### src/inc/cwg_pkg.sv
// shared constants and types of the complementary dead-band generator
package cwg_pkg;

  // ==========================================================
  // register byte offsets (Avalon-MM, one word each)
  localparam logic [4:0] OFS_CTRL  = 5'h00;
  localparam logic [4:0] OFS_POL   = 5'h04;
  localparam logic [4:0] OFS_CLK   = 5'h08;
  localparam logic [4:0] OFS_RISE  = 5'h0c;
  localparam logic [4:0] OFS_FALL  = 5'h10;
  localparam logic [4:0] OFS_SHUT  = 5'h14;
  localparam logic [4:0] OFS_SRCEN = 5'h18;
  localparam logic [4:0] OFS_STATE = 5'h1c;

  // ==========================================================
  // field positions
  localparam int CTRL_EN_BIT   = 7;
  localparam int CTRL_LD_BIT   = 6;
  localparam int POL_IN_BIT    = 5;
  localparam int CLK_SEL_BIT   = 0;
  localparam int SHUT_SD_BIT   = 7;
  localparam int SHUT_REN_BIT  = 6;
  localparam int SHUT_LBD_LSB  = 4;
  localparam int SHUT_LAC_LSB  = 2;
  localparam int STATE_RUN_BIT = 0;
  localparam int STATE_REV_BIT = 1;

  // ==========================================================
  // widths and reset values
  localparam int         DB_WIDTH  = 6;
  localparam int         SRC_COUNT = 4;
  localparam logic [2:0] MODE_RST  = 3'h0;
  localparam logic [3:0] POL_RST   = 4'h0;
  localparam logic [1:0] LVL_RST   = 2'h0;

  // ==========================================================
  // operating modes
  localparam logic [2:0] MODE_HALF = 3'h4;
  localparam logic [2:0] MODE_FWD  = 3'h2;
  localparam logic [2:0] MODE_REV  = 3'h3;

  // override level codes
  localparam logic [1:0] LVL_HIGH  = 2'h3;
  localparam logic [1:0] LVL_LOW   = 2'h2;
  localparam logic [1:0] LVL_FLOAT = 2'h1;
  localparam logic [1:0] LVL_INACT = 2'h0;

  // ==========================================================
  // types
  typedef enum logic [1:0] {ST_OFF, ST_SHUT, ST_RUN} gen_state_e;

  typedef struct packed {
    logic d;
    logic c;
    logic b;
    logic a;
  } gen_out_s;

endpackage

### src/rtl/complementary_generator.sv
// dead-band timing and auto-shutdown core of the complementary generator
// Functional notes
// - half bridge: out_a on delayed by rise band
// - full bridge fwd-to-rev delays only out_b
// - rise band spans 0 to 63 clocks
// - half bridge: out_b on delayed by fall band
// - full bridge rev-to-fwd delays only out_d
// - fall band spans 0 to 63 clocks
// - band starts on input edge; zero means none
// - input reverses early: waiting output stays off
// - band settings double-buffered, load on rise after fall
// - async input gives at most one clock jitter
// - software setting shutdown forces shutdown
// - no auto restart: stay shut while bit set
// - auto restart clears bit, resumes on rise
// - enabled active-low inputs force override levels
// - inputs level sensitive; hold shutdown while active
// - one field sets b/d, other sets a/c
// - shutdown setting raises generator interrupt flag
// - restart blocked while any enabled source active
// - software clear ignored while condition remains
// - with auto restart, hardware clears bit once conditions gone
// - keep fast oscillator on during sleep while enabled, clk_sel_ff set and src_active high
// - enabling starts generator in shutdown
// - band timed counting clocks up to setting
// - two 6-bit band counters, rise and fall
// - b/d override: 11 high, 10 low, 01 float
`timescale 1ns/100ps

module complementary_generator
  import cwg_pkg::*;
#(
  parameter int DB_W  = DB_WIDTH,
  parameter int NSRC  = SRC_COUNT
) (
  input  wire logic             ref_clk,
  input  wire logic             rst_n,
  input  wire logic [4:0]       avs_address,
  input  wire logic             avs_read,
  input  wire logic             avs_write,
  input  wire logic [31:0]      avs_writedata,
  input  wire logic [3:0]       avs_byteenable,
  output logic [31:0]           avs_readdata,
  output logic                  avs_waitrequest,
  input  wire logic             data_in,
  input  wire logic [NSRC-1:0]  shutdown_src_n,
  input  wire logic             src_active,
  input  wire logic             sleep_mode,
  output gen_out_s              out_lvl,
  output gen_out_s              out_oe,
  output logic                  generator_irq_flag,
  output logic                  osc_keep_on
);

  // ==========================================================
  // functions

  // band counter: counts up from zero while the band runs
  function automatic logic [DB_W-1:0] band_next(
    input logic [DB_W-1:0] cnt,
    input logic            run,
    input logic [DB_W-1:0] lim
  );
    if (!run) begin
      band_next = '0;
    end else if (cnt != lim) begin
      band_next = cnt + 1'b1;
    end else begin
      band_next = cnt;
    end
  endfunction

  // override decode: returns {oe, level}
  function automatic logic [1:0] ovr_decode(
    input logic [1:0] code,
    input logic       pol
  );
    case (code)
      LVL_HIGH:  ovr_decode = 2'b11;
      LVL_LOW:   ovr_decode = 2'b10;
      LVL_FLOAT: ovr_decode = 2'b00;
      default:   ovr_decode = {1'b1, pol};
    endcase
  endfunction

  // ==========================================================
  // declarations
  localparam int SYNC_W = NSRC + 2;
  localparam logic [SYNC_W-1:0] SYNC_RST = {{NSRC{1'b1}}, 2'b00};

  logic [SYNC_W-1:0] sync1_ff;
  logic [SYNC_W-1:0] sync2_ff;
  logic              data_s;
  logic              active_s;
  logic [NSRC-1:0]   src_n_s;
  logic              data_d_ff;
  logic              data_rise;
  logic              data_fall;

  logic              ack_ff;
  logic              wr_fire;
  logic              bus_req;
  logic [31:0]       rdata_ff;
  logic [31:0]       nxt_rdata;
  logic              wr_ok;

  logic              en_ff;
  logic              en_d_ff;
  logic              ld_req_ff;
  logic              ld_fell_ff;
  logic [2:0]        mode_ff;
  logic [3:0]        pol_ff;
  logic              clk_sel_ff;
  logic [DB_W-1:0]   rise_buf_ff;
  logic [DB_W-1:0]   fall_buf_ff;
  logic [DB_W-1:0]   rise_act_ff;
  logic [DB_W-1:0]   fall_act_ff;
  logic              sd_ff;
  logic              nxt_sd;
  logic              ren_ff;
  logic [1:0]        lvl_bd_ff;
  logic [1:0]        lvl_ac_ff;
  logic [NSRC-1:0]   src_en_ff;
  logic              hw_sd;

  gen_state_e        state_ff;
  logic              dir_ff;
  logic              pend_ff;
  logic [DB_W-1:0]   rise_cnt_ff;
  logic [DB_W-1:0]   fall_cnt_ff;
  logic              is_half;
  logic              is_full;
  logic              rise_run;
  logic              fall_run;
  logic              rise_done;
  logic              fall_done;
  logic [3:0]        act;
  logic [3:0]        nxt_lvl;
  logic [3:0]        nxt_oe;
  logic [3:0]        lvl_ff;
  logic [3:0]        oe_ff;
  logic              irq_ff;
  logic [1:0]        ov_a;
  logic [1:0]        ov_b;
  logic [1:0]        ov_c;
  logic [1:0]        ov_d;

  // ==========================================================
  // input synchronisers
  // pins are asynchronous: the sync adds the one-clock jitter
  always_ff @(posedge ref_clk) begin
    if (!rst_n) begin
      sync1_ff <= SYNC_RST;
      sync2_ff <= SYNC_RST;
    end else begin
      sync1_ff <= {shutdown_src_n, src_active, data_in};
      sync2_ff <= sync1_ff;
    end
  end

  assign data_s   = sync2_ff[0];
  assign active_s = sync2_ff[1];
  assign src_n_s  = sync2_ff[SYNC_W-1:2];

  always_ff @(posedge ref_clk) begin
    if (!rst_n) begin
      data_d_ff <= 1'b0;
    end else begin
      data_d_ff <= data_s;
    end
  end

  assign data_rise = data_s & ~data_d_ff;
  assign data_fall = ~data_s & data_d_ff;

  // ==========================================================
  // Avalon-MM slave: one wait cycle, then the request is taken
  assign bus_req         = avs_read | avs_write;
  assign avs_waitrequest = bus_req & ~ack_ff;
  assign wr_fire         = avs_write & ack_ff;
  assign wr_ok           = wr_fire & avs_byteenable[0];
  assign avs_readdata    = rdata_ff;

  always_ff @(posedge ref_clk) begin
    if (!rst_n) begin
      ack_ff <= 1'b0;
    end else begin
      ack_ff <= bus_req & ~ack_ff;
    end
  end

  always_comb begin
    nxt_rdata = '0;
    case (avs_address)
      OFS_CTRL: begin
        nxt_rdata[CTRL_EN_BIT] = en_ff;
        nxt_rdata[CTRL_LD_BIT] = ld_req_ff;
        nxt_rdata[2:0]         = mode_ff;
      end
      OFS_POL: begin
        nxt_rdata[POL_IN_BIT]  = data_s;
        nxt_rdata[3:0]         = pol_ff;
      end
      OFS_CLK:   nxt_rdata[CLK_SEL_BIT] = clk_sel_ff;
      OFS_RISE:  nxt_rdata[DB_W-1:0]    = rise_buf_ff;
      OFS_FALL:  nxt_rdata[DB_W-1:0]    = fall_buf_ff;
      OFS_SHUT: begin
        nxt_rdata[SHUT_SD_BIT]                  = sd_ff;
        nxt_rdata[SHUT_REN_BIT]                 = ren_ff;
        nxt_rdata[SHUT_LBD_LSB+1:SHUT_LBD_LSB]  = lvl_bd_ff;
        nxt_rdata[SHUT_LAC_LSB+1:SHUT_LAC_LSB]  = lvl_ac_ff;
      end
      OFS_SRCEN: nxt_rdata[NSRC-1:0] = src_en_ff;
      OFS_STATE: begin
        nxt_rdata[STATE_RUN_BIT] = (state_ff == ST_RUN);
        nxt_rdata[STATE_REV_BIT] = dir_ff;
      end
      default:   nxt_rdata = '0;
    endcase
  end

  // read data captured in the wait cycle, stands at the taking edge
  always_ff @(posedge ref_clk) begin
    if (!rst_n) begin
      rdata_ff <= '0;
    end else if (avs_read & ~ack_ff) begin
      rdata_ff <= nxt_rdata;
    end
  end

  // ==========================================================
  // configuration registers
  always_ff @(posedge ref_clk) begin
    if (!rst_n) begin
      en_ff      <= 1'b0;
      mode_ff    <= MODE_RST;
      pol_ff     <= POL_RST;
      clk_sel_ff <= 1'b0;
      ren_ff     <= 1'b0;
      lvl_bd_ff  <= LVL_RST;
      lvl_ac_ff  <= LVL_RST;
      src_en_ff  <= '0;
    end else if (wr_ok) begin
      case (avs_address)
        OFS_CTRL: begin
          en_ff   <= avs_writedata[CTRL_EN_BIT];
          mode_ff <= avs_writedata[2:0];
        end
        OFS_POL:   pol_ff     <= avs_writedata[3:0];
        OFS_CLK:   clk_sel_ff <= avs_writedata[CLK_SEL_BIT];
        OFS_SHUT: begin
          ren_ff    <= avs_writedata[SHUT_REN_BIT];
          lvl_bd_ff <= avs_writedata[SHUT_LBD_LSB+1:SHUT_LBD_LSB];
          lvl_ac_ff <= avs_writedata[SHUT_LAC_LSB+1:SHUT_LAC_LSB];
        end
        OFS_SRCEN: src_en_ff <= avs_writedata[NSRC-1:0];
        default: begin
        end
      endcase
    end
  end

  always_ff @(posedge ref_clk) begin
    if (!rst_n) begin
      en_d_ff <= 1'b0;
    end else begin
      en_d_ff <= en_ff;
    end
  end

  // ==========================================================
  // dead-band double buffers
  always_ff @(posedge ref_clk) begin
    if (!rst_n) begin
      rise_buf_ff <= '0;
      fall_buf_ff <= '0;
    end else if (wr_ok && avs_address == OFS_RISE) begin
      rise_buf_ff <= avs_writedata[DB_W-1:0];
    end else if (wr_ok && avs_address == OFS_FALL) begin
      fall_buf_ff <= avs_writedata[DB_W-1:0];
    end
  end

  // load request: arm on first fall, transfer on the next rise
  // a request written together with the enable is not guarded
  always_ff @(posedge ref_clk) begin
    if (!rst_n) begin
      ld_req_ff  <= 1'b0;
      ld_fell_ff <= 1'b0;
    end else if (!en_ff) begin
      ld_req_ff  <= 1'b0;
      ld_fell_ff <= 1'b0;
    end else if (ld_fell_ff & data_rise) begin
      ld_req_ff  <= wr_ok && avs_address == OFS_CTRL && avs_writedata[CTRL_LD_BIT];
      ld_fell_ff <= 1'b0;
    end else begin
      if (wr_ok && avs_address == OFS_CTRL && avs_writedata[CTRL_LD_BIT]) begin
        ld_req_ff <= 1'b1;
      end
      if (ld_req_ff & data_fall) begin
        ld_fell_ff <= 1'b1;
      end
    end
  end

  always_ff @(posedge ref_clk) begin
    if (!rst_n) begin
      rise_act_ff <= '0;
      fall_act_ff <= '0;
    end else if (!en_ff || (ld_fell_ff & data_rise)) begin
      rise_act_ff <= rise_buf_ff;
      fall_act_ff <= fall_buf_ff;
    end
  end

  // ==========================================================
  // shutdown status
  assign hw_sd = |(src_en_ff & ~src_n_s);

  always_comb begin
    nxt_sd = sd_ff;
    if (!hw_sd && ren_ff) begin
      nxt_sd = 1'b0;
    end
    if (wr_ok && avs_address == OFS_SHUT && !avs_writedata[SHUT_SD_BIT] && !hw_sd) begin
      nxt_sd = 1'b0;
    end
    // any set wins over a software or auto-restart clear in the same cycle; disabling clears over all
    if (wr_ok && avs_address == OFS_SHUT && avs_writedata[SHUT_SD_BIT]) begin
      nxt_sd = 1'b1;
    end
    if (hw_sd || (en_ff & ~en_d_ff)) begin
      nxt_sd = 1'b1;
    end
    if (!en_ff) begin
      nxt_sd = 1'b0;
    end
  end

  always_ff @(posedge ref_clk) begin
    if (!rst_n) begin
      sd_ff  <= 1'b0;
      irq_ff <= 1'b0;
    end else begin
      sd_ff  <= nxt_sd;
      irq_ff <= nxt_sd & ~sd_ff;
    end
  end

  assign generator_irq_flag = irq_ff;

  // ==========================================================
  // run state: goes from shutdown to run only on a data rising edge
  always_ff @(posedge ref_clk) begin
    if (!rst_n) begin
      state_ff <= ST_OFF;
    end else begin
      case (state_ff)
        ST_OFF: begin
          if (en_ff) begin
            state_ff <= ST_SHUT;
          end
        end
        ST_SHUT: begin
          if (!en_ff) begin
            state_ff <= ST_OFF;
          end else if (!nxt_sd && !sd_ff && data_rise) begin
            state_ff <= ST_RUN;
          end
        end
        ST_RUN: begin
          if (!en_ff) begin
            state_ff <= ST_OFF;
          end else if (nxt_sd) begin
            state_ff <= ST_SHUT;
          end
        end
        default: state_ff <= ST_OFF;
      endcase
    end
  end

  // ==========================================================
  // direction tracking for full bridge
  assign is_half = (mode_ff == MODE_HALF);
  assign is_full = (mode_ff == MODE_FWD) || (mode_ff == MODE_REV);

  always_ff @(posedge ref_clk) begin
    if (!rst_n) begin
      dir_ff  <= 1'b0;
      pend_ff <= 1'b0;
    end else if (!is_full) begin
      dir_ff  <= mode_ff[0];
      pend_ff <= 1'b0;
    end else if (data_rise && dir_ff != mode_ff[0]) begin
      dir_ff  <= mode_ff[0];
      pend_ff <= 1'b1;
    end else if (rise_done | fall_done) begin
      pend_ff <= 1'b0;
    end
  end

  // ==========================================================
  // dead-band counters
  always_comb begin
    if (is_half) begin
      rise_run = data_s;
      fall_run = ~data_s;
    end else begin
      rise_run = is_full & pend_ff & dir_ff & data_s;
      fall_run = is_full & pend_ff & ~dir_ff & data_s;
    end
  end

  // count restarts when the input reverses, so no short pulse
  always_ff @(posedge ref_clk) begin
    if (!rst_n) begin
      rise_cnt_ff <= '0;
      fall_cnt_ff <= '0;
    end else begin
      rise_cnt_ff <= band_next(rise_cnt_ff, rise_run, rise_act_ff);
      fall_cnt_ff <= band_next(fall_cnt_ff, fall_run, fall_act_ff);
    end
  end

  assign rise_done = rise_run & (rise_cnt_ff == rise_act_ff);
  assign fall_done = fall_run & (fall_cnt_ff == fall_act_ff);

  // ==========================================================
  // output drive
  always_comb begin
    act = 4'h0;
    if (is_half) begin
      act[0] = rise_done;
      act[1] = fall_done;
    end else if (is_full && !dir_ff) begin
      act[0] = 1'b1;
      act[3] = data_s & (~pend_ff | fall_done);
    end else if (is_full) begin
      act[2] = 1'b1;
      act[1] = data_s & (~pend_ff | rise_done);
    end
  end

  assign ov_a = ovr_decode(lvl_ac_ff, pol_ff[0]);
  assign ov_b = ovr_decode(lvl_bd_ff, pol_ff[1]);
  assign ov_c = ovr_decode(lvl_ac_ff, pol_ff[2]);
  assign ov_d = ovr_decode(lvl_bd_ff, pol_ff[3]);

  always_comb begin
    nxt_lvl = act ^ pol_ff;
    nxt_oe  = 4'hf;
    if (!en_ff) begin
      nxt_lvl = 4'h0;
      nxt_oe  = 4'h0;
    end else if (nxt_sd || state_ff != ST_RUN) begin
      // overrides ignore polarity except the inactive code
      nxt_oe  = {ov_d[1], ov_c[1], ov_b[1], ov_a[1]};
      nxt_lvl = {ov_d[0], ov_c[0], ov_b[0], ov_a[0]};
    end
  end

  always_ff @(posedge ref_clk) begin
    if (!rst_n) begin
      lvl_ff <= 4'h0;
      oe_ff  <= 4'h0;
    end else begin
      lvl_ff <= nxt_lvl;
      oe_ff  <= nxt_oe;
    end
  end

  assign out_lvl = gen_out_s'(lvl_ff);
  assign out_oe  = gen_out_s'(oe_ff);

  // ==========================================================
  // sleep: generator keeps running on ref_clk; ask to keep it alive
  assign osc_keep_on = sleep_mode & en_ff & active_s & clk_sel_ff;

endmodule // complementary_generator

### config.mk
export PLATFORM = sky130hd
export DESIGN_NAME = complementary_generator
export DESIGN_NICKNAME = d
export VERILOG_FILES = /design/src/inc/cwg_pkg.sv /design/src/rtl/complementary_generator.sv
export SDC_FILE = /design/constraint.sdc
export NUM_CORES = 1
export LEC_CHECK = 0
export ABC_CLOCK_PERIOD_IN_PS = 2800
export BUFFER_PORTS_ARGS = -buffer_cell sky130_fd_sc_hd__buf_2
export CAP_MARGIN = 20
export CORE_MARGIN = 5
export CORE_UTILIZATION = 23
export DETAILED_ROUTE_END_ITERATION = 10
export HOLD_SLACK_MARGIN = 0.1
export PLACE_DENSITY = 0.4
export SYNTH_ARGS = -nofsm -noshare
export SYNTH_HDL_FRONTEND = slang
export SYNTH_SLANG_ARGS = --single-unit
### constraint.sdc
create_clock -name ref_clk -period 2.8 [get_ports ref_clk]
set_input_delay 0.14 -clock ref_clk [delete_from_list [all_inputs] [get_ports ref_clk]]
set_output_delay 0.14 -clock ref_clk [all_outputs]
set_load 0.005 [all_outputs]
==> results.json, run 1 <==
{
  "synth_enable_flop_cells": 0,
  "synth_commonest_cells": "dfxtp_1, mux2i_1, nor2b_1, nand2_1, nor2_1",
  "yosys.cell_types.count": 53,
  "globalRoute.totalOverflow": 0,
  "grt_setup_unrepaired": "no",
  "hp-start": "avs_writedata[7]",
  "avgSynthCellArea_um2": 9.30,
  "yosys-mux-area-fraction_pct": 12.3,
  "synthMostInstantiatedCell": "dfxtp_1",
  "sink_count": 91,
  "setup_tns_ps": 0,
  "power_uw": 2780,
  "postSynthRegisterBits": 91,
  "max_slew.worst_pin.slew_ps": 765,
  "power.share.clock_pct": 47.8,
  "max_cap_viol_count": 0,
  "antenna_left": 0,
  "swShare_pct": 22.5,
  "syn2layout_area_growth_pct": 17.6,
  "detailedRoute.firstIterationViolations": 242,
  "tritoncts.num_buffers": 9,
  "hold_ws_ps": 115,
  "die_area_mm2": 0.0217,
  "final_design_area_no_fill_mm2": 0.00509,
  "grt_antenna_before_repair": 0,
  "synth_top_cell_by_area": "dfxtp_1",
  "floorplan.die.height_um": 147,
  "tritoncts_clock_tree": "yes",
  "post_synth_and_or_nand_nor_area_fraction_pct": 23.2,
  "start_util_pct": 23.2,
  "startpoint": "ack_ff",
  "setup_viol": 0,
  "synth.yosys.seq_area_share_pct": 42.1,
  "clkTransAtPathRegs_ps": 70,
  "totalWireLength_mm": 11.1,
  "critPathLaunchType": "flip-flop",
  "netlist_instances": 466,
  "largest_family_of_logic_cells_by_synthesized_area": "simple AND/OR/NAND/NOR gates",
  "outcome": "finished clean",
  "timing.rr.start": "ack_ff",
  "detailedPlacementHpwl_mm": 8.31,
  "fin_skew_ps": 7.46,
  "pwr_density_cell_mw_per_mm2": 547,
  "gpl.final_weighted_congestion": 0.737,
  "port-buffer-count": 43,
  "post_drt_wl_per_cell_um": 14.9,
  "die_w_um": 147,
  "min_period_over_period_pct": 74.3,
  "setup.reg_to_reg.worst_slack_ps": 720,
  "grt_first_pass_wirelength_mm": 18.0,
  "router_iterations_before_antenna_repair": 5,
  "power_leakage_uw": 0.00211,
  "drc": 0,
  "share_comb_of_total_power_pct": 4.9,
  "compound_cell_area_share_of_the_yosys_netlist_pct": 9.36,
  "htree_levels": 3,
  "fmax_mhz": 481,
  "finalNetCount": 563,
  "seq_power_share_pct": 47.3,
  "endpoint_kind": "flip-flop",
  "synthXorXnorAreaFrac_pct": 4.65,
  "synth.yosys.warnings": 0,
  "finalHoldViolations": 0,
  "timing.max_slew.rel_slack_pct": 48.8,
  "crit_path_cell_trace": "and3_1, nand3_4, mux2_4, nand3_1, or4_1, o211ai_1",
  "p_int_uw": 2160,
  "netlist_area_mm2": 0.00433,
  "worst-path-max-fanout": 8,
  "design.portCount": 95,
  "cpPeakStageDelay_ps": 530,
  "yosys-top-cells-area": "dfxtp_1, mux2i_1, nor2b_1",
  "report.final.slew_viol_count": 0,
  "preCtsSetupSlack_ps": 620,
  "cts_max_path_buffers": 2,
  "power.switching_uw": 626,
  "cts_root_buffer_type": "clkbuf_16",
  "rows": 50,
  "first_global_vias": 3140,
  "fin_ws_ps": 721,
  "clkLatencyLatePin_ps": 350,
  "cp_slowest_cell": "or4_1",
  "signal_arrival_time_at_the_worst_endpoint_ps": 2350,
  "drive_gt1_share_pct": 15.4,
  "vias_per_cell": 4.28,
  "critical_path_class": "flip-flop to flip-flop",
  "cts-resized-gates": 0,
  "async_flop_share_pct": 0,
  "layout_min_cycle_time_ps": 2080,
  "grt_util_all_layers_pct": 10.5,
  "hold_path_class": "input pin to flip-flop",
  "detailroute.via_count": 3207,
  "post_synth_top_area_share_pct": 42.1,
  "vdd_ir_drop_max_mv": 0.382,
  "dpl_cell_area_mm2": 0.00468,
  "worst_ep_required_time_ps": 3070,
  "yosys_most_used_dff": "dfxtp_1",
  "synth-adder-area-share_pct": 0.578,
  "grt_start_max_net_pins": 70,
  "coreArea_mm2": 0.0186
}
-- area by class of cell --
class | count | area (µm²)
Multi-Input combinational cell | 338 | 2260
Tap cell | 234 | 293
Sequential cell | 91 | 1820
Antenna cell | 1 | 2.50
Timing Repair Buffer | 58 | 350
Clock buffer | 9 | 225
Clock inverter | 7 | 98.8
Fill cell | 1984 | 13600
Inverter | 11 | 41.3
-- path summary, 6_finish.rpt --
check / to / cells after the start
worst max register to register: out_lvl[0] / 6
worst min register to register: sync2_ff[3] / 1
worst max-delay path: out_lvl[0] / 6
worst min-delay path: en_ff / 3
-- kinds of logic after synthesis --
family | after synthesis
other | 1
muxes | 51
DFF | 91
xor gates and xnor gates | 23
adders and majority gates | 2
buffers and inverters | 60
AOI/OAI and AO/OA | 55
and+or+nand+nor | 183
-- stage by stage --
step / std cells / util, %
after floorplan: 489 / -
after global placement: 723 / 25.1
after detailed placement: 723 / 25.1
after CTS: 748 / 27.3
after global routing: 748 / 27.3
final: 749 / 27.3
-- state kept, by name, summed over array words and instances, names as in the netlist, 2 cells and up --
register / cells
mode_ff: 3
fall_buf_ff: 6
rise_buf_ff: 6
out_lvl: 4
fall_cnt_ff: 6
sync1_ff: 6
rise_cnt_ff: 6
rise_act_ff: 6
pol_ff: 4
src_en_ff: 4
avs_readdata: 8
fall_act_ff: 6
state_ff: 2
lvl_ac_ff: 2
lvl_bd_ff: 2
out_oe: 2
sync2_ff: 6
-- timing repair --
action	in CTS	in global routing
setup buffers	0	0
endpoints found under the hold margin	11	0
hold buffers	9	0
-- worst max-delay path, delay by kind of cell, from the launching register on --
kind / cells / cell delay (ps)
compound gates: 1 / 100
flops: 1 / 350
mux: 1 / 260
simple gates: 4 / 1280
-- routing by layer --
metal	track usage, %	vias up	wire (µm)
met5	0	-	0
li1	-	1629	-
met4	1.54	0	70
met1	15.0	1499	5620
met3	3.15	7	516
met2	16.1	72	4940
-- cell usage in the layout, fill, tap and decap left out, drive strengths merged, types with 13 or more instances in the layout --
cell / count
dfxtp: 91
buf: 49
mux2i: 44
nor2b: 43
nand2: 39
nor2: 29
conb: 24
nand3: 19
xor2: 18
nand2b: 13
inv: 13
-- power by group through the flow --
stage,clock (µW),sequential (µW),combinational [µW]
6_report,1330,1320,135
5_1_grt,1430,1320,151
4_1_cts,1380,1320,137
3_5_place_dp,0,1350,126
3_3_place_gp,0,1350,126
2_1_floorplan,0,1350,102
Power figures use the tool's default switching activity.
==> run 2: changes to the inputs <==
Settings changed: ABC_AREA set to 1, ABC_CLOCK_PERIOD_IN_PS 2800 to 1700, PLACE_DENSITY 0.4 to 0.42.
Clock period 2.8 ns to 1.7 ns, I/O delays scaled along.
==> run 2 against run 1 <==
Effect of this change: synthesized cell count grew 23%; sequential cell count is the same; die area shrank 3.2%; maximum frequency grew 34%; core utilization grew 1.0 points; critical path depth is the same; total power grew 74%; largest cell class unchanged.
==> results.json, run 2 <==
{
  "max_cap_viol_count": 0,
  "grt_first_pass_wirelength_mm": 18.5,
  "max_slew.worst_pin.slew_ps": 591,
  "detailedPlacementHpwl_mm": 8.95,
  "drive_gt1_share_pct": 15.9,
  "tritoncts.num_buffers": 9,
  "startpoint": "ack_ff",
  "postSynthRegisterBits": 91,
  "setup_viol": 0,
  "htree_levels": 3,
  "power_leakage_uw": 0.00218,
  "critPathLaunchType": "flip-flop",
  "fin_skew_ps": 5.04,
  "synth.yosys.seq_area_share_pct": 43.5,
  "min_period_over_period_pct": 91.4,
  "layout_min_cycle_time_ps": 1550,
  "final_cells": 870,
  "placed_cells": 842,
  "grt_setup_unrepaired": "no",
  "critical_path_class": "flip-flop to flip-flop",
  "drc": 0,
  "port-buffer-count": 43,
  "post_synth_top_area_share_pct": 43.5,
  "yosys_most_used_dff": "dfxtp_1",
  "fmax_mhz": 644,
  "sink_count": 91,
  "endpoint_kind": "flip-flop",
  "netlist_area_mm2": 0.00418,
  "register_area_mm2": 0.00182,
  "min_to": "avs_readdata[3]",
  "fillCellCount": 1971,
  "outcome": "finished clean",
  "totalWireLength_mm": 11.4,
  "design.portCount": 95,
  "setup_tns_ps": 0,
  "power_uw": 4840,
  "hp-start": "rst_n",
  "timing.max_slew.rel_slack_pct": 60.4,
  "finalHoldViolations": 0,
  "grt_start_max_net_pins": 27,
  "hold_ws_ps": 108,
  "clkTransAtPathRegs_ps": 60,
  "number_of_flip_flops_in_the_largest_register": 8,
  "die_w_um": 145,
  "setup.reg_to_reg.worst_slack_ps": 150,
  "globalRoute.totalOverflow": 0,
  "layout.cells.most_common": "dfxtp_1",
  "netlist_instances": 575,
  "worst-path-max-fanout": 7,
  "die_area_mm2": 0.0210,
  "synth.yosys.warnings": 0,
  "grt_util_all_layers_pct": 11.3,
  "avgSynthCellArea_um2": 7.28,
  "gpl.final_weighted_congestion": 0.846,
  "coreArea_mm2": 0.0180,
  "timing.rr.start": "ack_ff",
  "synth_commonest_cells": "dfxtp_1, nand2_1, nor2_1, inv_1, o21ai_0",
  "yosys.cell_types.count": 40,
  "first_global_vias": 3472,
  "vias_per_cell": 4.22,
  "grt_antenna_before_repair": 0,
  "synth_top_cell_by_area": "dfxtp_1",
  "multiInputGateArea_mm2": 0.00192,
  "crit-reg2reg-capture": "fall_buf_ff[3]",
  "hold_path_class": "input pin to flip-flop",
  "tritoncts_clock_tree": "yes",
  "cts_max_path_buffers": 2,
  "reg2regPathDepth": 6,
  "worst_ep_required_time_ps": 1930,
  "detailedRoute.firstIterationViolations": 261,
  "post_drt_wl_per_cell_um": 13.2,
  "finalNetCount": 690,
  "detailroute.via_count": 3671,
  "floorplan.die.height_um": 145,
  "start_util_pct": 23.3,
  "clkLatencyLatePin_ps": 340,
  "syn2layout_area_growth_pct": 21.8,
  "post_cts.repair.setup_buffers": 0,
  "antenna_diode_count": 0,
  "report.final.slew_viol_count": 0,
  "hold_path_depth": 3,
  "signal_arrival_time_at_the_worst_endpoint_ps": 1780,
  "antenna_left": 0,
  "yosys-top-cells-area": "dfxtp_1, nand2_1, nor2_1",
  "pwr_density_cell_mw_per_mm2": 949,
  "async_flop_share_pct": 0,
  "rows": 49,
  "utilization_pct": 28.4,
  "synth_enable_flop_cells": 0,
  "synthMostInstantiatedCell": "dfxtp_1",
  "vdd_ir_drop_max_mv": 0.531,
  "router_iterations_before_antenna_repair": 4,
  "top_library_cells_by_usage_in_the_layout_fill_and_taps_aside": "dfxtp_1, nand2_1, nor2_1",
  "cts_root_buffer_type": "clkbuf_16"
}
## run 2: critical path, cell delays in order (launching register included)
cell,delay (ps)
dfxtp_1,380
nand3_2,150
buf_4,200
nor2_1,290
inv_1,180
o21ai_0,170
a21oi_1,60
## run 2: worst max-delay path by stage
stage | end | depth (start not counted) | slack (ps)
4_1_cts | rise_cnt_ff[5] | 9 | 120
5_1_grt | out_lvl[3] | 11 | 1
3_5_place_dp | rise_cnt_ff[4] | 10 | 140
3_3_place_gp | rise_cnt_ff[4] | 10 | 150
6_report | fall_buf_ff[3] | 6 | 150
2_1_floorplan | out_lvl[1] | 11 | 340
## run 2: through the flow
step	instance area, µm²	setup slack [ps]
floorplan	4270	343
global placement	4600	154
detailed placement	4600	140
CTS	5080	119
global route	5090	1.23
finish	5090	146
## run 2: timing repair
action                                 CTS  global route
gates resized for setup                  0             6
setup endpoints to repair                0             5
endpoints found under the hold margin   13             0
hold buffers                            12             0
## run 2: cell families (layout without fill, tap and decap cells)
group | after synthesis | in the layout | synth area share, %
flops | 91 | 91 | 43.5
compound gates | 134 | 134 | 17.3
simple gates | 222 | 222 | 23.9
fa+ha+maj | 2 | 2 | 0.598
xor+xnor | 8 | 8 | 1.67
buf+inv | 117 | 160 | 12.9
other cells | 1 | 24 | 0.0896
## run 2: layer usage
layer / part of all wire [%] / up-vias / GRT usage, %
li1: - / 1923 / -
met1: 49 / 1643 / 15.5
met2: 44 / 91 / 17.8
met3: 4.8 / 14 / 3.12
met4: 1.7 / 0 / 2.65
met5: 0 / - / 0
## run 2: final cells by class
cell class                      count  area share, %
Multi-Input combinational cell    390           37.7
Sequential cell                    91           35.8
Timing Repair Buffer               64           7.91
Inverter                           80           5.94
Tap cell                          229           5.62
Clock buffer                       11           4.57
Clock inverter                      5           2.46
## run 2: power by group
part | internal [µW] | switching (µW)
logic | 92.2 | 146
registers | 2160 | 16.1
clock network | 1580 | 835
==> run 3: changes to the inputs <==
Settings changed: ABC_CLOCK_PERIOD_IN_PS 1700 to unset, REMOVE_ABC_BUFFERS set to 1.
==> run 3 against run 2 <==
Effect of this change: core utilization is 0.24 points higher; sequential share of layout area is 0.26 points lower; worst hold slack better by 13 ps; clock skew is 2.3 ps higher; cell count is 0.46% higher; total power is 0.72% higher; die area stayed put.
==> results.json, run 3 (synthesis gave the netlist of run 2 again) <==
{
  "worst_path_dominant_cell_family": "simple AND/OR/NAND/NOR gates",
  "share_comb_of_total_power_pct": 5.0,
  "power_leakage_uw": 0.00219,
  "p_int_uw": 3840,
  "rows": 49,
  "dpl_cell_area_mm2": 0.00461,
  "fillCellCount": 1969,
  "cts_root_buffer_type": "clkbuf_16",
  "first_global_vias": 3543,
  "grt_setup_unrepaired": "no",
  "grt_antenna_before_repair": 0,
  "signal_arrival_time_at_the_worst_endpoint_ps": 1810,
  "cp.buffers_inverters": 0,
  "cpPeakStageDelay_ps": 380,
  "port-buffer-count": 43,
  "die_area_mm2": 0.0210,
  "cp_slowest_cell": "nor3_1",
  "syn2layout_area_growth_pct": 22.8,
  "vias_per_cell": 4.23,
  "layout_min_cycle_time_ps": 1550,
  "detailedPlacementHpwl_mm": 8.88,
  "pwr_density_cell_mw_per_mm2": 948,
  "setup_viol": 0,
  "max_cap_viol_count": 0,
  "grt_use_met3_pct": 3.25,
  "coreArea_mm2": 0.0180,
  "seq_power_share_pct": 44.7,
  "die_w_um": 145,
  "fin_skew_ps": 7.29,
  "critical_path_class": "flip-flop to flip-flop",
  "fmax_mhz": 643,
  "final_design_area_no_fill_mm2": 0.00514,
  "groute.layer.met1.usage_pct": 15.6,
  "hold_path_class": "input pin to flip-flop",
  "grt_first_pass_wirelength_mm": 18.8,
  "grt_util_all_layers_pct": 11.7,
  "busiest_layer": "met2",
  "drc": 0,
  "start_util_pct": 23.3,
  "grt_start_max_net_pins": 32,
  "setup_tns_ps": 0,
  "tritoncts_clock_tree": "yes",
  "clkTransAtPathRegs_ps": 60,
  "power.share.clock_pct": 50.3,
  "top_library_cells_by_usage_in_the_layout_fill_and_taps_aside": "dfxtp_1, nand2_1, nor2_1",
  "groute.layer.met2.usage_pct": 17.7,
  "floorplan.die.height_um": 145,
  "worst-path-max-fanout": 9,
  "sink_count": 91,
  "totalWireLength_mm": 11.7,
  "drive_gt1_share_pct": 16.3,
  "crit_path_frequent_cell": "nor2_1",
  "critPathLaunchType": "flip-flop",
  "finalHoldViolations": 0,
  "antenna_diode_count": 0,
  "cts_max_path_buffers": 2,
  "outcome": "finished clean",
  "endpoint_kind": "flip-flop",
  "worst_ep_required_time_ps": 1950,
  "number_of_flip_flops_in_the_largest_register": 8,
  "gpl.final_weighted_congestion": 0.868,
  "report.final.slew_viol_count": 0,
  "globalRoute.totalOverflow": 0,
  "min_period_over_period_pct": 91.5,
  "finalNetCount": 694,
  "htree_levels": 3,
  "router_iterations_before_antenna_repair": 5,
  "detailedRoute.firstIterationViolations": 211,
  "tritoncts.num_buffers": 9,
  "post_drt_wl_per_cell_um": 13.3,
  "layout.cells.most_common": "dfxtp_1",
  "design.portCount": 95,
  "crit_path_cell_trace": "xor2_1, nor3_1, nand2_4, a21oi_1, nor2_1, nor2_1, nor2_1",
  "swShare_pct": 21.2,
  "antenna_left": 0,
  "detailroute.via_count": 3701,
  "power.switching_uw": 1030,
  "vdd_ir_drop_max_mv": 0.474,
  "clkLatencyLatePin_ps": 350
}
==> run 3: cell types whose count changed in the layout (fill, tap and decap cells not counted), moves of 2 or more <==
| cell | previous run | this run |
|---|---|---|
| dlygate4sd3_1 | 12 | 15 |
| clkbuf_1 | 2 | 0 |
| clkinvlp_4 | 0 | 2 |
| dfxtp_1 | 91 | 89 |
| dfxtp_2 | 0 | 2 |
==> run 3: worst register-to-register path, cell delays in order, from the launching register on <==
cell and delay, ps:
dfxtp_1 340, xor2_1 160, nor3_1 380, nand2_4 150, a21oi_1 220, nor2_1 60, nor2_1 100, nor2_1 40
==> run 3: layer usage <==
layer / part of all wire, % / vias up / wire length [µm]
met5: 0 / - / 0
met4: 2.3 / 0 / 273
met3: 5.6 / 18 / 656
met2: 44 / 91 / 5160
met1: 48 / 1653 / 5570
li1: - / 1939 / -
==> run 3: final timing paths <==
kind / startpoint / endpoint / slack (ps) / cells past startpoint
worst max register to register: fall_cnt_ff[3] / out_lvl[3] / 150 / 7
worst max-delay path: fall_cnt_ff[3] / out_lvl[3] / 150 / 7
worst min register to register: sync1_ff[5] / sync2_ff[5] / 410 / 1
worst min-delay path: avs_read / avs_readdata[5] / 120 / 4
==> run 3: repair_timing <==
item                       4_1_cts  5_1_grt
gates resized for setup          0        6
hold buffers                    15        0
setup endpoints to repair        0       16
hold endpoints to repair        19        0
setup buffers                    0        0
==> run 3: layout make-up <==
class                           count  area (µm²)  share of cell area (%)
Clock buffer                        9         225                    4.38
Timing Repair Buffer               68         440                    8.57
Tap cell                          229         287                    5.58
Multi-Input combinational cell    390        1920                    37.4
Clock inverter                      7         140                    2.73
Inverter                           80         303                    5.89
Sequential cell                    91        1820                    35.5
==> run 3: power groups by stage <==
| stage | combinational [µW] | clock [µW] | sequential, µW |
|---|---|---|---|
| final | 246 | 2450 | 2180 |
| after floorplan | 98.0 | 0 | 2220 |
| after detailed placement | 218 | 0 | 2230 |
| after global routing | 280 | 2610 | 2180 |
| after global placement | 217 | 0 | 2230 |
| after CTS | 247 | 2510 | 2180 |
==> run 3: metrics by stage <==
step           hold slack (ps)  total power [µW]  instances  worst slack, ps  util (%)
2_1_floorplan              178              2320        561              240         -
3_3_place_gp               270              2440        843              131      25.7
3_5_place_dp               274              2440        843              124      25.7
4_1_cts                    117              4940        874              110      28.5
5_1_grt                    132              5070        874            0.552      28.6
6_report                   121              4870        874              145      28.6
